### src/lcd_core_map.svh
// Register offsets, field positions, reset values and timing of the LCD control core
`ifndef LCD_CORE_MAP_SVH
`define LCD_CORE_MAP_SVH
`define LCD_OFS_INSTR    8'h00
`define LCD_OFS_DATA     8'h04
`define LCD_OFS_MODE     8'h08
`define LCD_STAT_BUSY    7
`define LCD_CLK_NS       8
`define LCD_T_POWER_NS   10000000
`define LCD_T_HOLD_NS    1200000
`define LCD_T_CLEAR_NS   2890000
`define LCD_T_SHORT_NS   223000
`define LCD_T_READ_NS    312000
`define LCD_SPACE        8'h20
`define LCD_DD_LAST      7'h0B
`define LCD_CG_BASE      7'h40
`define LCD_CG_LAST      7'h5F
`define LCD_MK_BASE      7'h60
`define LCD_MK_LAST      7'h64
`define LCD_ICON_ROW     5'h10
`define LCD_LAST_SHIFT   8'h1D
`define LCD_LATCH_SLOT   8'h1E
`define LCD_ROW_CYC      64
`define LCD_BLINK_FRAMES 32
`endif

### src/lcd_core_pkg.sv
// Types shared by the LCD control core
package lcd_core_pkg;
  typedef enum logic [1:0] {ST_IDLE, ST_RUN, ST_PIN} ctl_state_t;
endpackage : lcd_core_pkg

### src/lcd_ctl_core.sv
// LCD control core: APB instruction/data port, memories, busy timing and display scan
// Operation
// - Up to 24 icons, lit by a 1 in data bits 0..4 of icon memory.
// - Icon state changes only by icon memory writes or display on/off.
// - Icon bit to screen position mapping ignores display shift.
// - Icon memory at 60h..64h, bit 4 first, bits 7..5 and 64h bit 0 unused.
// - Icons for characters 1-6 and 7-12 drive their fixed segment lists.
// - Icon memory is never cleared by power-on or pin reset.
// - Display refresh reads run independently of host accesses.
// - 17 commons, 30 segments; only the selected common is active.
// - Thirty bits shift serially, latched to segments after all thirty.
// - Cursor and blink sit at the address counter's character position.
// - Cursor and blink still show when the counter holds a glyph address.
// - Power-up runs initialisation and stays busy for 10 ms.
// - Reset pin low longer than 1.2 ms starts a reset sequence.
// - After the reset pin rises, busy 10 ms and refuse instructions.
// - Instructions and data held in separate holding registers.
// - Code 01h clears display, address counter to 0, busy 2.89 ms.
// - Code 02h/03h homes address counter and shift, busy 223 us.
// - Code 04h..07h sets direction and shift-on-write, busy 223 us.
// - Clear fills text memory with 20h and forces increment.
// - Status read returns busy flag and address counter.
// - Code 08h..0Fh sets display, cursor, blink; display gates icons.
//
// Implementation choices: the register addresses and the APB register port.
`timescale 1ns/100ps
`include "lcd_core_map.svh"

module lcd_ctl_core #(
  parameter int unsigned POWER_CYC    = (`LCD_T_POWER_NS + `LCD_CLK_NS - 1) / `LCD_CLK_NS,
  parameter int unsigned HOLD_CYC     = (`LCD_T_HOLD_NS + `LCD_CLK_NS - 1) / `LCD_CLK_NS,
  parameter int unsigned CLEAR_CYC    = (`LCD_T_CLEAR_NS + `LCD_CLK_NS - 1) / `LCD_CLK_NS,
  parameter int unsigned SHORT_CYC    = (`LCD_T_SHORT_NS + `LCD_CLK_NS - 1) / `LCD_CLK_NS,
  parameter int unsigned READ_CYC     = (`LCD_T_READ_NS + `LCD_CLK_NS - 1) / `LCD_CLK_NS,
  parameter int unsigned ROW_CYC      = `LCD_ROW_CYC,
  parameter int unsigned BLINK_FRAMES = `LCD_BLINK_FRAMES
) (
  input  wire logic        CORE_CLK,
  input  wire logic        RESET,
  input  wire logic        PSEL,
  input  wire logic        PENABLE,
  input  wire logic        PWRITE,
  input  wire logic [7:0]  PADDR,
  input  wire logic [31:0] PWDATA,
  output logic      [31:0] PRDATA,
  output logic             PREADY,
  output logic             PSLVERR,
  input  wire logic        RESET_PIN_N,
  output logic      [16:0] COM,
  output logic      [29:0] SEG
);

  ////////////////////////////////////////////////////////////////////////////
  // Storage and state

  logic [7:0]  display_text_memory [12];
  logic [4:0]  glyph_memory        [32];
  logic [4:0]  icon_memory         [5];
  logic [6:0]  address_counter;
  logic        inc_dir, shift_en, disp_on, cur_on, blk_on;
  logic [3:0]  shift_off, chr, txt, cursor_pos;
  lcd_core_pkg::ctl_state_t state;
  logic [23:0] busy_cnt, low_cnt;
  logic [7:0]  instruction_holding_reg, data_holding_reg;
  logic        ir_go, dr_go, busy_indicator;
  logic        pin_meta, pin_s2, pin_s3, pin_level, pin_hit;
  logic        setup_ph, access_ph, wr_instr, wr_data, rd_data, addr_ok;
  logic [4:0]  row, seg_j, glyph;
  logic [7:0]  bcnt, frame_cnt, code;
  logic [29:0] shreg;
  logic        blink_phase, px;
  logic [2:0]  col;

  // Segment index (0-based) of icons 1..24; first twelve over characters 1-6
  localparam logic [4:0] ICON_SEG [24] = '{5'h01, 5'h03, 5'h06, 5'h08, 5'h0B, 5'h0D, 5'h10, 5'h12,
                                           5'h15, 5'h17, 5'h1A, 5'h1C, 5'h02, 5'h04, 5'h07, 5'h09,
                                           5'h0C, 5'h0E, 5'h11, 5'h13, 5'h16, 5'h18, 5'h1B, 5'h1D};

  ////////////////////////////////////////////////////////////////////////////
  // Functions

  function automatic logic [3:0] mod12(input logic [4:0] x);
    return (x >= 5'h0C) ? 4'(x - 5'h0C) : x[3:0];
  endfunction : mod12
  function automatic logic [6:0] ac_step(input logic [6:0] a, input logic up);
    return up ? 7'(a + 7'h01) : 7'(a - 7'h01);
  endfunction : ac_step
  function automatic logic [3:0] shift_step(input logic [3:0] s, input logic up);
    return up ? mod12(5'({1'b0, s} + 5'h01)) : ((s == 4'h0) ? 4'hB : 4'(s - 4'h1));
  endfunction : shift_step
  function automatic logic is_dd(input logic [6:0] a);
    return a <= `LCD_DD_LAST;
  endfunction : is_dd
  function automatic logic is_cg(input logic [6:0] a);
    return (a >= `LCD_CG_BASE) && (a <= `LCD_CG_LAST);
  endfunction : is_cg
  function automatic logic is_mk(input logic [6:0] a);
    return (a >= `LCD_MK_BASE) && (a <= `LCD_MK_LAST);
  endfunction : is_mk

  function automatic logic [7:0] mem_rd(input logic [6:0] a);
    if (is_dd(a)) return display_text_memory[a[3:0]];
    if (is_cg(a)) return {3'h0, glyph_memory[a[4:0]]};
    if (is_mk(a)) return {3'h0, icon_memory[3'(a - `LCD_MK_BASE)]};
    return 8'h00;
  endfunction : mem_rd

  // Icon lit on segment j; the table ignores shift_off on purpose
  function automatic logic icon_px(input logic [4:0] j);
    logic hit;
    hit = 1'b0;
    for (int n = 0; n < 24; n++) begin
      if (ICON_SEG[n] == j) hit = icon_memory[3'(n / 5)][3'(4 - n % 5)];
    end
    return hit;
  endfunction : icon_px

  ////////////////////////////////////////////////////////////////////////////
  // APB slave

  assign setup_ph  = PSEL & ~PENABLE;
  assign access_ph = PSEL & PENABLE;
  assign wr_instr  = access_ph & PWRITE & (PADDR == `LCD_OFS_INSTR);
  assign wr_data   = access_ph & PWRITE & (PADDR == `LCD_OFS_DATA);
  assign rd_data   = access_ph & ~PWRITE & (PADDR == `LCD_OFS_DATA);
  assign addr_ok   = (PADDR == `LCD_OFS_INSTR) | (PADDR == `LCD_OFS_DATA) |
                     ((PADDR == `LCD_OFS_MODE) & ~PWRITE);
  assign PREADY    = access_ph;
  assign PSLVERR   = access_ph & ~addr_ok;
  assign busy_indicator = (state != lcd_core_pkg::ST_IDLE) | ir_go | dr_go;

  // Read data is captured in the setup phase so that it comes from a flop
  always_ff @(posedge CORE_CLK or posedge RESET) begin
    if (RESET) begin
      PRDATA <= 32'h0000_0000;
    end else if (setup_ph & ~PWRITE) begin
      case (PADDR)
        `LCD_OFS_INSTR: PRDATA <= {24'h00_0000, busy_indicator, address_counter};
        `LCD_OFS_DATA:  PRDATA <= {24'h00_0000, mem_rd(address_counter)};
        `LCD_OFS_MODE:  PRDATA <= {23'h00_0000, shift_off, disp_on, cur_on, blk_on, inc_dir, shift_en};
        default:        PRDATA <= 32'h0000_0000;
      endcase
    end
  end

  // Writes while busy are dropped, the host must poll the busy flag first
  always_ff @(posedge CORE_CLK or posedge RESET) begin
    if (RESET) begin
      instruction_holding_reg <= 8'h00;
      data_holding_reg        <= 8'h00;
      ir_go                   <= 1'b0;
      dr_go                   <= 1'b0;
    end else begin
      ir_go <= wr_instr & ~busy_indicator;
      dr_go <= wr_data & ~busy_indicator;
      if (wr_instr & ~busy_indicator) instruction_holding_reg <= PWDATA[7:0];
      if (wr_data & ~busy_indicator) data_holding_reg <= PWDATA[7:0];
    end
  end

  ////////////////////////////////////////////////////////////////////////////
  // Reset pin filter

  always_ff @(posedge CORE_CLK or posedge RESET) begin
    if (RESET) begin
      pin_meta  <= 1'b1;
      pin_s2    <= 1'b1;
      pin_s3    <= 1'b1;
      pin_level <= 1'b1;
    end else begin
      pin_meta <= RESET_PIN_N;
      pin_s2   <= pin_meta;
      pin_s3   <= pin_s2;
      if (pin_s2 == pin_s3) pin_level <= pin_s2;
    end
  end

  always_ff @(posedge CORE_CLK or posedge RESET) begin
    if (RESET) begin
      low_cnt <= 24'h00_0000;
    end else if (pin_level) begin
      low_cnt <= 24'h00_0000;
    end else if (low_cnt < 24'(HOLD_CYC)) begin
      low_cnt <= 24'(low_cnt + 24'h00_0001);
    end
  end

  assign pin_hit = ~pin_level & (low_cnt == 24'(HOLD_CYC - 1));

  ////////////////////////////////////////////////////////////////////////////
  // Instruction execution and busy timing

  always_ff @(posedge CORE_CLK or posedge RESET) begin
    if (RESET) begin
      state           <= lcd_core_pkg::ST_RUN;
      busy_cnt        <= 24'(POWER_CYC);
      address_counter <= 7'h00;
      inc_dir         <= 1'b1;
      shift_en        <= 1'b0;
      disp_on         <= 1'b0;
      cur_on          <= 1'b0;
      blk_on          <= 1'b0;
      shift_off       <= 4'h0;
    end else if (pin_hit) begin
      state           <= lcd_core_pkg::ST_PIN;
      address_counter <= 7'h00;
      inc_dir         <= 1'b1;
      shift_en        <= 1'b0;
      disp_on         <= 1'b0;
      cur_on          <= 1'b0;
      blk_on          <= 1'b0;
      shift_off       <= 4'h0;
    end else begin
      case (state)
        lcd_core_pkg::ST_PIN: begin
          if (pin_level) begin
            state    <= lcd_core_pkg::ST_RUN;
            busy_cnt <= 24'(POWER_CYC);
          end
        end
        lcd_core_pkg::ST_RUN: begin
          if (busy_cnt <= 24'h00_0001) state <= lcd_core_pkg::ST_IDLE;
          else busy_cnt <= 24'(busy_cnt - 24'h00_0001);
        end
        lcd_core_pkg::ST_IDLE: begin
          if (ir_go) begin
            if (instruction_holding_reg == 8'h01) begin
              address_counter <= 7'h00;
              inc_dir         <= 1'b1;
              shift_off       <= 4'h0;
              state           <= lcd_core_pkg::ST_RUN;
              busy_cnt        <= 24'(CLEAR_CYC);
            end else if (instruction_holding_reg[7:1] == 7'h01) begin
              address_counter <= 7'h00;
              shift_off       <= 4'h0;
              state           <= lcd_core_pkg::ST_RUN;
              busy_cnt        <= 24'(SHORT_CYC);
            end else if (instruction_holding_reg[7:2] == 6'h01) begin
              inc_dir  <= instruction_holding_reg[1];
              shift_en <= instruction_holding_reg[0];
              state    <= lcd_core_pkg::ST_RUN;
              busy_cnt <= 24'(SHORT_CYC);
            end else if (instruction_holding_reg[7:3] == 5'h01) begin
              disp_on  <= instruction_holding_reg[2];
              cur_on   <= instruction_holding_reg[1];
              blk_on   <= instruction_holding_reg[0];
              state    <= lcd_core_pkg::ST_RUN;
              busy_cnt <= 24'(SHORT_CYC);
            end else if (instruction_holding_reg[7]) begin
              address_counter <= instruction_holding_reg[6:0];
              state           <= lcd_core_pkg::ST_RUN;
              busy_cnt        <= 24'(SHORT_CYC);
            end
            // The all-zero test code and other codes fall through as no-ops
          end else if (dr_go | rd_data) begin
            address_counter <= ac_step(address_counter, inc_dir);
            if (shift_en & dr_go) shift_off <= shift_step(shift_off, inc_dir);
            state    <= lcd_core_pkg::ST_RUN;
            busy_cnt <= dr_go ? 24'(SHORT_CYC) : 24'(READ_CYC);
          end
        end
        default: state <= lcd_core_pkg::ST_IDLE;
      endcase
    end
  end

  ////////////////////////////////////////////////////////////////////////////
  // Memories

  always_ff @(posedge CORE_CLK or posedge RESET) begin
    if (RESET) begin
      for (int i = 0; i < 12; i++) display_text_memory[i] <= `LCD_SPACE;
    end else if (pin_hit | (ir_go & (state == lcd_core_pkg::ST_IDLE) & (instruction_holding_reg == 8'h01))) begin
      for (int i = 0; i < 12; i++) display_text_memory[i] <= `LCD_SPACE;
    end else if (dr_go & (state == lcd_core_pkg::ST_IDLE) & is_dd(address_counter)) begin
      display_text_memory[address_counter[3:0]] <= data_holding_reg;
    end
  end

  always_ff @(posedge CORE_CLK) begin
    if (dr_go & (state == lcd_core_pkg::ST_IDLE) & is_cg(address_counter)) begin
      glyph_memory[address_counter[4:0]] <= data_holding_reg[4:0];
    end
  end

  // No reset: contents survive both resets, software must initialise them
  always_ff @(posedge CORE_CLK) begin
    if (dr_go & (state == lcd_core_pkg::ST_IDLE) & is_mk(address_counter) & ~pin_hit) begin
      icon_memory[3'(address_counter - `LCD_MK_BASE)] <= data_holding_reg[4:0];
    end
  end

  ////////////////////////////////////////////////////////////////////////////
  // Display scan, free running on its own counters

  always_comb begin
    seg_j      = 5'(`LCD_LAST_SHIFT - bcnt);
    chr        = 4'((row[3] ? 5'h06 : 5'h00) + seg_j / 5'h05);
    col        = 3'(seg_j % 5'h05);
    txt        = mod12(5'({1'b0, chr} + {1'b0, shift_off}));
    code       = display_text_memory[txt];
    glyph      = (code[7:4] == 4'h0) ? glyph_memory[{code[1:0], row[2:0]}] : 5'h00;
    // Counter position mod 12 even for glyph addresses, where it means nothing
    cursor_pos = mod12(5'({1'b0, mod12({1'b0, address_counter[3:0]})} + 5'h0C - {1'b0, shift_off}));
    if (row == `LCD_ICON_ROW) begin
      px = disp_on & icon_px(seg_j);
    end else begin
      px = disp_on & (glyph[3'(3'h4 - col)] |
                      (cur_on & (row[2:0] == 3'h7) & (chr == cursor_pos)) |
                      (blk_on & blink_phase & (chr == cursor_pos)));
    end
  end

  always_ff @(posedge CORE_CLK or posedge RESET) begin
    if (RESET) begin
      bcnt        <= 8'h00;
      row         <= 5'h00;
      frame_cnt   <= 8'h00;
      blink_phase <= 1'b0;
    end else if (bcnt == 8'(ROW_CYC - 1)) begin
      bcnt <= 8'h00;
      row  <= (row == `LCD_ICON_ROW) ? 5'h00 : 5'(row + 5'h01);
      if (row == `LCD_ICON_ROW) begin
        if (frame_cnt == 8'(BLINK_FRAMES - 1)) begin
          frame_cnt   <= 8'h00;
          blink_phase <= ~blink_phase;
        end else begin
          frame_cnt <= 8'(frame_cnt + 8'h01);
        end
      end
    end else begin
      bcnt <= 8'(bcnt + 8'h01);
    end
  end

  always_ff @(posedge CORE_CLK or posedge RESET) begin
    if (RESET) begin
      shreg <= 30'h0000_0000;
    end else if (bcnt <= `LCD_LAST_SHIFT) begin
      shreg <= {shreg[28:0], px};
    end
  end

  // Latching only after the last shift keeps half-loaded rows off the glass
  always_ff @(posedge CORE_CLK or posedge RESET) begin
    if (RESET) begin
      SEG <= 30'h0000_0000;
      COM <= 17'h0_0001;
    end else if (bcnt == `LCD_LATCH_SLOT) begin
      SEG <= shreg;
      COM <= 17'(17'h0_0001 << row);
    end
  end
endmodule : lcd_ctl_core

### config.mk
export PLATFORM = sky130hd
export DESIGN_NAME = lcd_ctl_core
export DESIGN_NICKNAME = d
export VERILOG_FILES = /design/src/lcd_core_pkg.sv /design/src/lcd_ctl_core.sv
export VERILOG_INCLUDE_DIRS = /design/src
export SDC_FILE = /design/constraint.sdc
export NUM_CORES = 1
export LEC_CHECK = 0
export BUFFER_PORTS_ARGS = -buffer_cell sky130_fd_sc_hd__buf_4
export CAP_MARGIN = 15
export CORE_MARGIN = 2
export CORE_UTILIZATION = 55
export DETAILED_ROUTE_END_ITERATION = 10
export PLACE_DENSITY = 0.73
export SLEW_MARGIN = 15
export SYNTH_ARGS = -nofsm -noshare
export SYNTH_HDL_FRONTEND = slang
export SYNTH_SLANG_ARGS = --single-unit
export TNS_END_PERCENT = 1
### constraint.sdc
create_clock -name CORE_CLK -period 20.9 [get_ports CORE_CLK]
set_input_delay 3.135 -clock CORE_CLK [delete_from_list [all_inputs] [get_ports CORE_CLK]]
set_output_delay 3.135 -clock CORE_CLK [all_outputs]
set_load 0.01 [all_outputs]
==> results of run 1 <==
-- where the power goes --
part | total, µW | internal (µW) | switching (µW) | leakage (µW)
Clock | 931 | 556 | 374 | 0.000852
Combinational | 84.0 | 29.8 | 54.1 | 0.00483
Sequential | 1040 | 1020 | 19.4 | 0.00555
-- how the worst max path moves through the flow --
stage	depth (start not counted)	startpoint	slack [ns]	endpoint
after floorplan	1	RESET	9.75	COM[10]
after global placement	7	PADDR[5]	13.39	PSLVERR
after detailed placement	7	PADDR[5]	13.34	PSLVERR
after CTS	7	PADDR[5]	13.34	PSLVERR
after global routing	26	bcnt[1]	12.98	shreg[0]
final	26	bcnt[1]	13.32	shreg[0]
-- cells in the mapped netlist, drive strengths merged, types with 5 or more instances --
master	count
a31oi	11
and3	13
o211ai	10
nand2b	16
nor3b	6
inv	38
buf	64
or3	16
a222oi	9
a41oi	6
o41ai	6
a211oi	5
nand4	20
o31ai	11
nor4	21
nand3b	11
mux4	138
nand3	33
o21a	5
nor3	27
clkbuf	74
nor2	223
dfrtp	265
nor2b	22
edfxtp	200
o21ai	96
or2	6
mux2i	125
dfstp	27
and2	7
nand2	196
xnor2	21
o22ai	9
a21o	5
a21oi	54
xor2	29
mux2	64
ha	47
-- layout by cell type, fill, tap and decap left out, types with 53 or more instances in the layout --
cell type,instances
a21oi_1,53
buf_4,101
clkbuf_16,53
dfrtp_1,261
edfxtp_1,200
mux2_2,64
mux2i_1,125
mux4_2,132
nand2_1,195
nor2_1,222
o21ai_0,89
-- critical path: stages (launching register included) --
cell      delay (ns)
dfrtp_1         0.51
ha_1            0.33
xnor2_4         0.24
inv_2           0.12
ha_1            0.29
a21boi_1        0.38
a221oi_2        0.10
mux2i_1         0.36
xnor2_1         0.20
ha_1            0.21
inv_1           0.07
o311ai_1        0.10
a31oi_1         0.37
inv_1           0.18
ha_1            0.25
fa_1            0.44
xor2_2          0.36
ha_1            0.19
or3b_4          0.38
o211a_4         0.18
o21ai_2         0.09
and2_1          0.30
mux4_2          0.34
mux2i_1         0.38
nand2b_1        0.12
or4b_1          0.53
o31ai_1         0.40
-- per-layer routing --
metal / part of all wire / global-route usage / vias to the layer above
li1: - / - / 7489
met1: 0.41 / 0.346 / 8500
met2: 0.48 / 0.410 / 732
met3: 0.081 / 0.0473 / 150
met4: 0.034 / 0.0861 / 0
met5: 0 / 0 / -
-- per-stage QoR --
step	hold slack (ns)	worst slack [ns]
2_1_floorplan	0.345	9.75
3_3_place_gp	0.349	13.39
3_5_place_dp	0.350	13.34
4_1_cts	0.359	13.34
5_1_grt	0.360	12.98
6_report	0.359	13.32
-- logic make-up after synthesis --
kind of cell,Yosys count
buffers and inverters,179
AOI/OAI and AO/OA,269
xor gates and xnor gates,50
adders and majority gates,52
DFF,492
and+or+nand+nor,629
muxes,327
other,1
-- final cells by class --
| cell class | instances | area, µm² | area share |
|---|---|---|---|
| clock buffers | 74 | 1500 | 0.0536 |
| clock inverters | 19 | 225 | 0.00808 |
| inverters | 41 | 161 | 0.00579 |
| multi-input cells | 1365 | 11100 | 0.399 |
| flip-flops and latches | 492 | 13400 | 0.479 |
| well taps | 600 | 751 | 0.0269 |
| repair buffers | 101 | 758 | 0.0272 |
==> summary.txt, run 1 <==
gr usage total -> 0.253
fraction of layout cells with a size suffix above 1 -> 0.213
post-CTS setup buffer count -> 0
first-pass GRT wire length -> 93.6 mm
IO Pins -> 127
Slew @ Worst Pin -> 1.14 ns
period utilization -> 0.363
routed vias/inst -> 6.27
Seq/Total Area, Yosys -> 0.531
synth top area cells -> dfrtp_1 26%, edfxtp_1 24%, mux4_2 12%
max-slew violations -> 0
Post-Synth XOR/XNOR Area -> 0.0188
wire per inst -> 21.9 µm
Synth Area in Simple Gates -> 0.115
largest net degree at the start of global routing -> 146
Finished Core Util -> 0.617
Design Area, Final -> 27,900 µm²
Crit. End Element -> register
R2R depth -> 26
Starting Density -> 0.556
Area growth syn-to-layout -> 11.0%
DRC Markers -> 0
row count -> 78
Worst Skew -> 0.0182 ns
Slew HR -> 0.239
worst path arrival time -> 8.03 ns
Clk Tree Root Cell -> clkbuf_16
CP Class -> register to register
startpoint types -> register
VDD IR max -> 54.0 µV
total leakage power -> 0.0112 µW
Fmax -> 132 MHz
Worst EP required -> 21.35 ns
cts hold-fix bufs -> 0
max reg flops -> 160
Yosys top cell area share -> 0.264
antenna viol nets, final -> 0
Post-DP HPWL -> 38.6 mm
Setup violations, final -> 0
drt initial violations -> 1,669
Power Density -> 73.6 nW/µm²
Placed Area -> 26,100 µm²
Synth Area in Compound Gates -> 0.0718
CP Max Fanout -> 10
number of global-route vias before repair -> 16,700
worst-skew pair later-pin latency -> 0.60 ns
Pwr Total -> 2050 µW
Post-synth EDFFs -> 200
leading area contributor after synthesis -> dfrtp_1
Critical R2R Launch -> bcnt[1]
Post-Syn Area per Cell -> 12.6 µm²
CTS tree -> done
Post-Layout Cell Count -> 2,692
largest family of logic cells by synthesized area -> multiplexers
Post-Synth Adder-Cell Area -> 0.0270
mux contribution to synthesized area -> 0.203
YS warnings -> 0
outcome -> complete, no violations
Setup TNS -> 0 ns
Max-cap violations -> 0
gpl congestion -> 0.915
Top FF cell, synth -> dfrtp_1
initial antenna violation count -> 0
Core Area -> 45,200 µm²
WL final -> 58.9 mm
Seq cells post-synth -> 492
Clock Pin Slew Worst Setup and Hold Paths -> 0.06 ns
min-delay src -> pin_meta
# fillers -> 3,428
unrepaired setup endpoints after global routing -> no
number of instances in the placed design -> 2,599
Layout Nets -> 2,148
number of CTS-inserted buffers -> 50
height of the die -> 218 µm
Synth async-reset ratio -> 0.593
reg2reg setup slack -> 13.32 ns
maximum root-to-sink buffer count -> 3
DIE WIDTH -> 218 µm
library cells used by synthesis -> 94
routed via count -> 16,900
CTS H-Tree Depth -> 2
reg-to-reg endpoint -> shreg[0]
gr ovfl total -> 0
Resized cells post-CTS -> 0
Hold EP -> pin_s2
Post-Syn Area -> 25,100 µm²
final hold vios -> 0
PortBufs -> 79
worst hold path type -> register to register
Final Critical Period -> 7.58 ns
Pre-antenna DRT Iters -> 5
die area -> 47,400 µm²
cell count after synthesis -> 1,999
WHS Path Cells -> 0
CTS Sinks -> 492
antenna cells -> 0
Note: power is estimated with default switching activity, not from simulation.
==> run 2, diff against run 1 <==
--- a/config.mk
+++ b/config.mk
@@ -11,7 +11,7 @@
 export CORE_MARGIN = 2
 export CORE_UTILIZATION = 55
 export DETAILED_ROUTE_END_ITERATION = 10
-export PLACE_DENSITY = 0.73
+export PLACE_DENSITY = 0.76
 export SLEW_MARGIN = 15
 export SYNTH_ARGS = -nofsm -noshare
 export SYNTH_HDL_FRONTEND = slang
==> constraint.sdc (replaced) <==
create_clock -name CORE_CLK -period 6.4 [get_ports CORE_CLK]
set_input_delay 0.96 -clock CORE_CLK [delete_from_list [all_inputs] [get_ports CORE_CLK]]
set_output_delay 0.96 -clock CORE_CLK [all_outputs]
set_load 0.01 [all_outputs]
==> run 2 against run 1 <==
Effect of this change:
- clock skew fell by 0.0046 ns
- sequential share of layout area down 0.28 points
- sequential power rose to 3.3 times the previous value
- total power grew to 3.2 times the previous value
- via count rose by 0.88%
- first-iteration DRC count up 14%
- non-clock buffer count increased by 15
- maximum frequency is 24% higher
- cell area is 0.61% higher
- clock power rose to 3.2 times the previous value
- global-route usage is 0.96 points higher
- critical path type unchanged
- critical endpoint unchanged
==> summary.txt, run 2 (synthesis gave the netlist of run 1 again) <==
reg-to-reg endpoint -> shreg[0]
Clk Tree Root Cell -> clkbuf_16
pre-CTS setup slack -> 0.0839 ns
wire length on met3 -> 4.88 mm
commonest cells after routing, fill and taps aside -> 259 x dfrtp_1, 222 x nor2_1, 200 x edfxtp_1, 195 x nand2_1, 132 x mux4_2
DRC Markers -> 0
antenna cells -> 0
Area growth syn-to-layout -> 11.6%
CTS Sinks -> 492
worst-skew pair later-pin latency -> 0.59 ns
number of global-route vias before repair -> 17,300
outcome -> complete, no violations
maximum root-to-sink buffer count -> 3
Fmax -> 163 MHz
Power Density -> 237 nW/µm²
DIE WIDTH -> 218 µm
Core Area -> 45,200 µm²
reg2reg setup slack -> 0.28 ns
WL met1 -> 24.0 mm
Worst EP required -> 6.88 ns
delay of the slowest cell on the worst path -> 0.52 ns
startpoint types -> register
initial antenna violation count -> 0
WP buf/inv -> 1
Starting Density -> 0.556
worst hold path type -> primary input to asynchronous set/reset pin
Worst Setup SP -> bcnt[1]
gpl congestion -> 0.917
largest net degree at the start of global routing -> 167
Pwr Total -> 6640 µW
gr usage total -> 0.262
commonest non-fill, non-tap cell in the layout -> dfrtp_1
CP max-delay cell -> or4b_1
IO Pins -> 127
VDD IR max -> 217 µV
Slew HR -> 0.229
number of CTS-inserted buffers -> 50
antenna viol nets, final -> 0
Crit path depth -> 24
gr ovfl total -> 0
CP Class -> register to register
Final Critical Period -> 6.12 ns
CTS tree -> done
Worst Skew -> 0.0136 ns
CP most frequent cell -> ha_1
Slew @ Worst Pin -> 1.15 ns
met2 routed WL -> 29.1 mm
Setup violations, final -> 0
CTS H-Tree Depth -> 2
cell family with most CP delay -> adder cells
Finished Core Util -> 0.621
Top Metal Used -> met4
routed vias/inst -> 6.29
Max-cap violations -> 0
Pre-antenna DRT Iters -> 8
fraction of layout cells with a size suffix above 1 -> 0.221
max-slew violations -> 0
Layout Nets -> 2,163
Setup WS post-layout -> 0.276 ns
crit path capture -> shreg[0]
PortBufs -> 79
wire per inst -> 22.4 µm
first-pass GRT wire length -> 96.5 mm
worst path arrival time -> 6.61 ns
drt initial violations -> 1,911
final hold vios -> 0
WL final -> 60.5 mm
period utilization -> 0.957
total leakage power -> 0.0113 µW
Post-DP HPWL -> 40.2 mm
Crit. End Element -> register
CP cell instances -> ha_2, xnor2_4, inv_2, ha_1, a21boi_2, a221oi_2, mux2i_2, ha_1, fa_1, ha_1, a21oi_1, and3_1, nor2_1, ha_1, or3b_4, o211a_4, nand2_1, and4_4, o21bai_4, nand2_8, mux4_2, nor3_1, or4b_1, o31ai_1
max reg flops -> 160
row count -> 78
routed via count -> 17,000
CP Max Fanout -> 13
Hold Slack -> 0.350 ns
die area -> 47,400 µm²
height of the die -> 218 µm
Setup TNS -> 0 ns
Clock Pin Slew Worst Setup and Hold Paths -> 0.07 ns
R2R depth -> 24
Critical R2R Launch -> bcnt[1]
run 2: changes by cell type in the layout (fill, tap and decap cells not counted), sizes merged:
| cell | previous run | this run |
|---|---|---|
| buf | 101 | 116 |
| bufinv | 5 | 3 |
| clkbuf | 74 | 76 |
| clkinv | 16 | 14 |
| clkinvlp | 1 | 2 |
run 2: per-layer routing:
metal,track usage,vias to the layer above
met5,0,-
met4,0.110,0
met3,0.0448,157
met2,0.423,779
met1,0.356,8553
li1,-,7530
run 2: cell type report:
| class | count | area, µm² |
|---|---|---|
| Clock buffer | 76 | 1540 |
| Clock inverter | 16 | 161 |
| Fill cell | 3317 | 17100 |
| Inverter | 41 | 158 |
| Multi-Input combinational cell | 1365 | 11200 |
| Sequential cell | 492 | 13400 |
| Tap cell | 600 | 751 |
| Timing Repair Buffer | 116 | 908 |
run 2: power by group:
group	switching [µW]	internal, µW
Sequential	49.7	3330
Clock	1210	1770
Combinational	190	99.9
run 2: worst min-delay path by stage:
stage | slack [ns] | startpoint | end | cells past startpoint
finish | 0.35 | RESET | busy_cnt[8] | 2
global route | 0.36 | RESET | busy_cnt[8] | 2
CTS | 0.34 | RESET | busy_cnt[11] | 2
detailed placement | 0.36 | pin_meta | pin_s2 | 0
global placement | 0.36 | pin_s2 | pin_s3 | 0
floorplan | 0.35 | pin_meta | pin_s2 | 0
run 2: what timing repair did:
| action | CTS | global route |
|---|---|---|
| hold buffers | 0 | 0 |
| endpoints found under the setup margin | 0 | 1 |
| resized for setup | 0 | 14 |
| buffers inserted | 0 | 6 |
run 2: per-stage QoR:
stage	cell area, µm²	cells
after floorplan	25300	2036
after global placement	26200	2608
after detailed placement	26200	2608
final	28000	2706
after CTS	27900	2700
after global routing	28000	2706
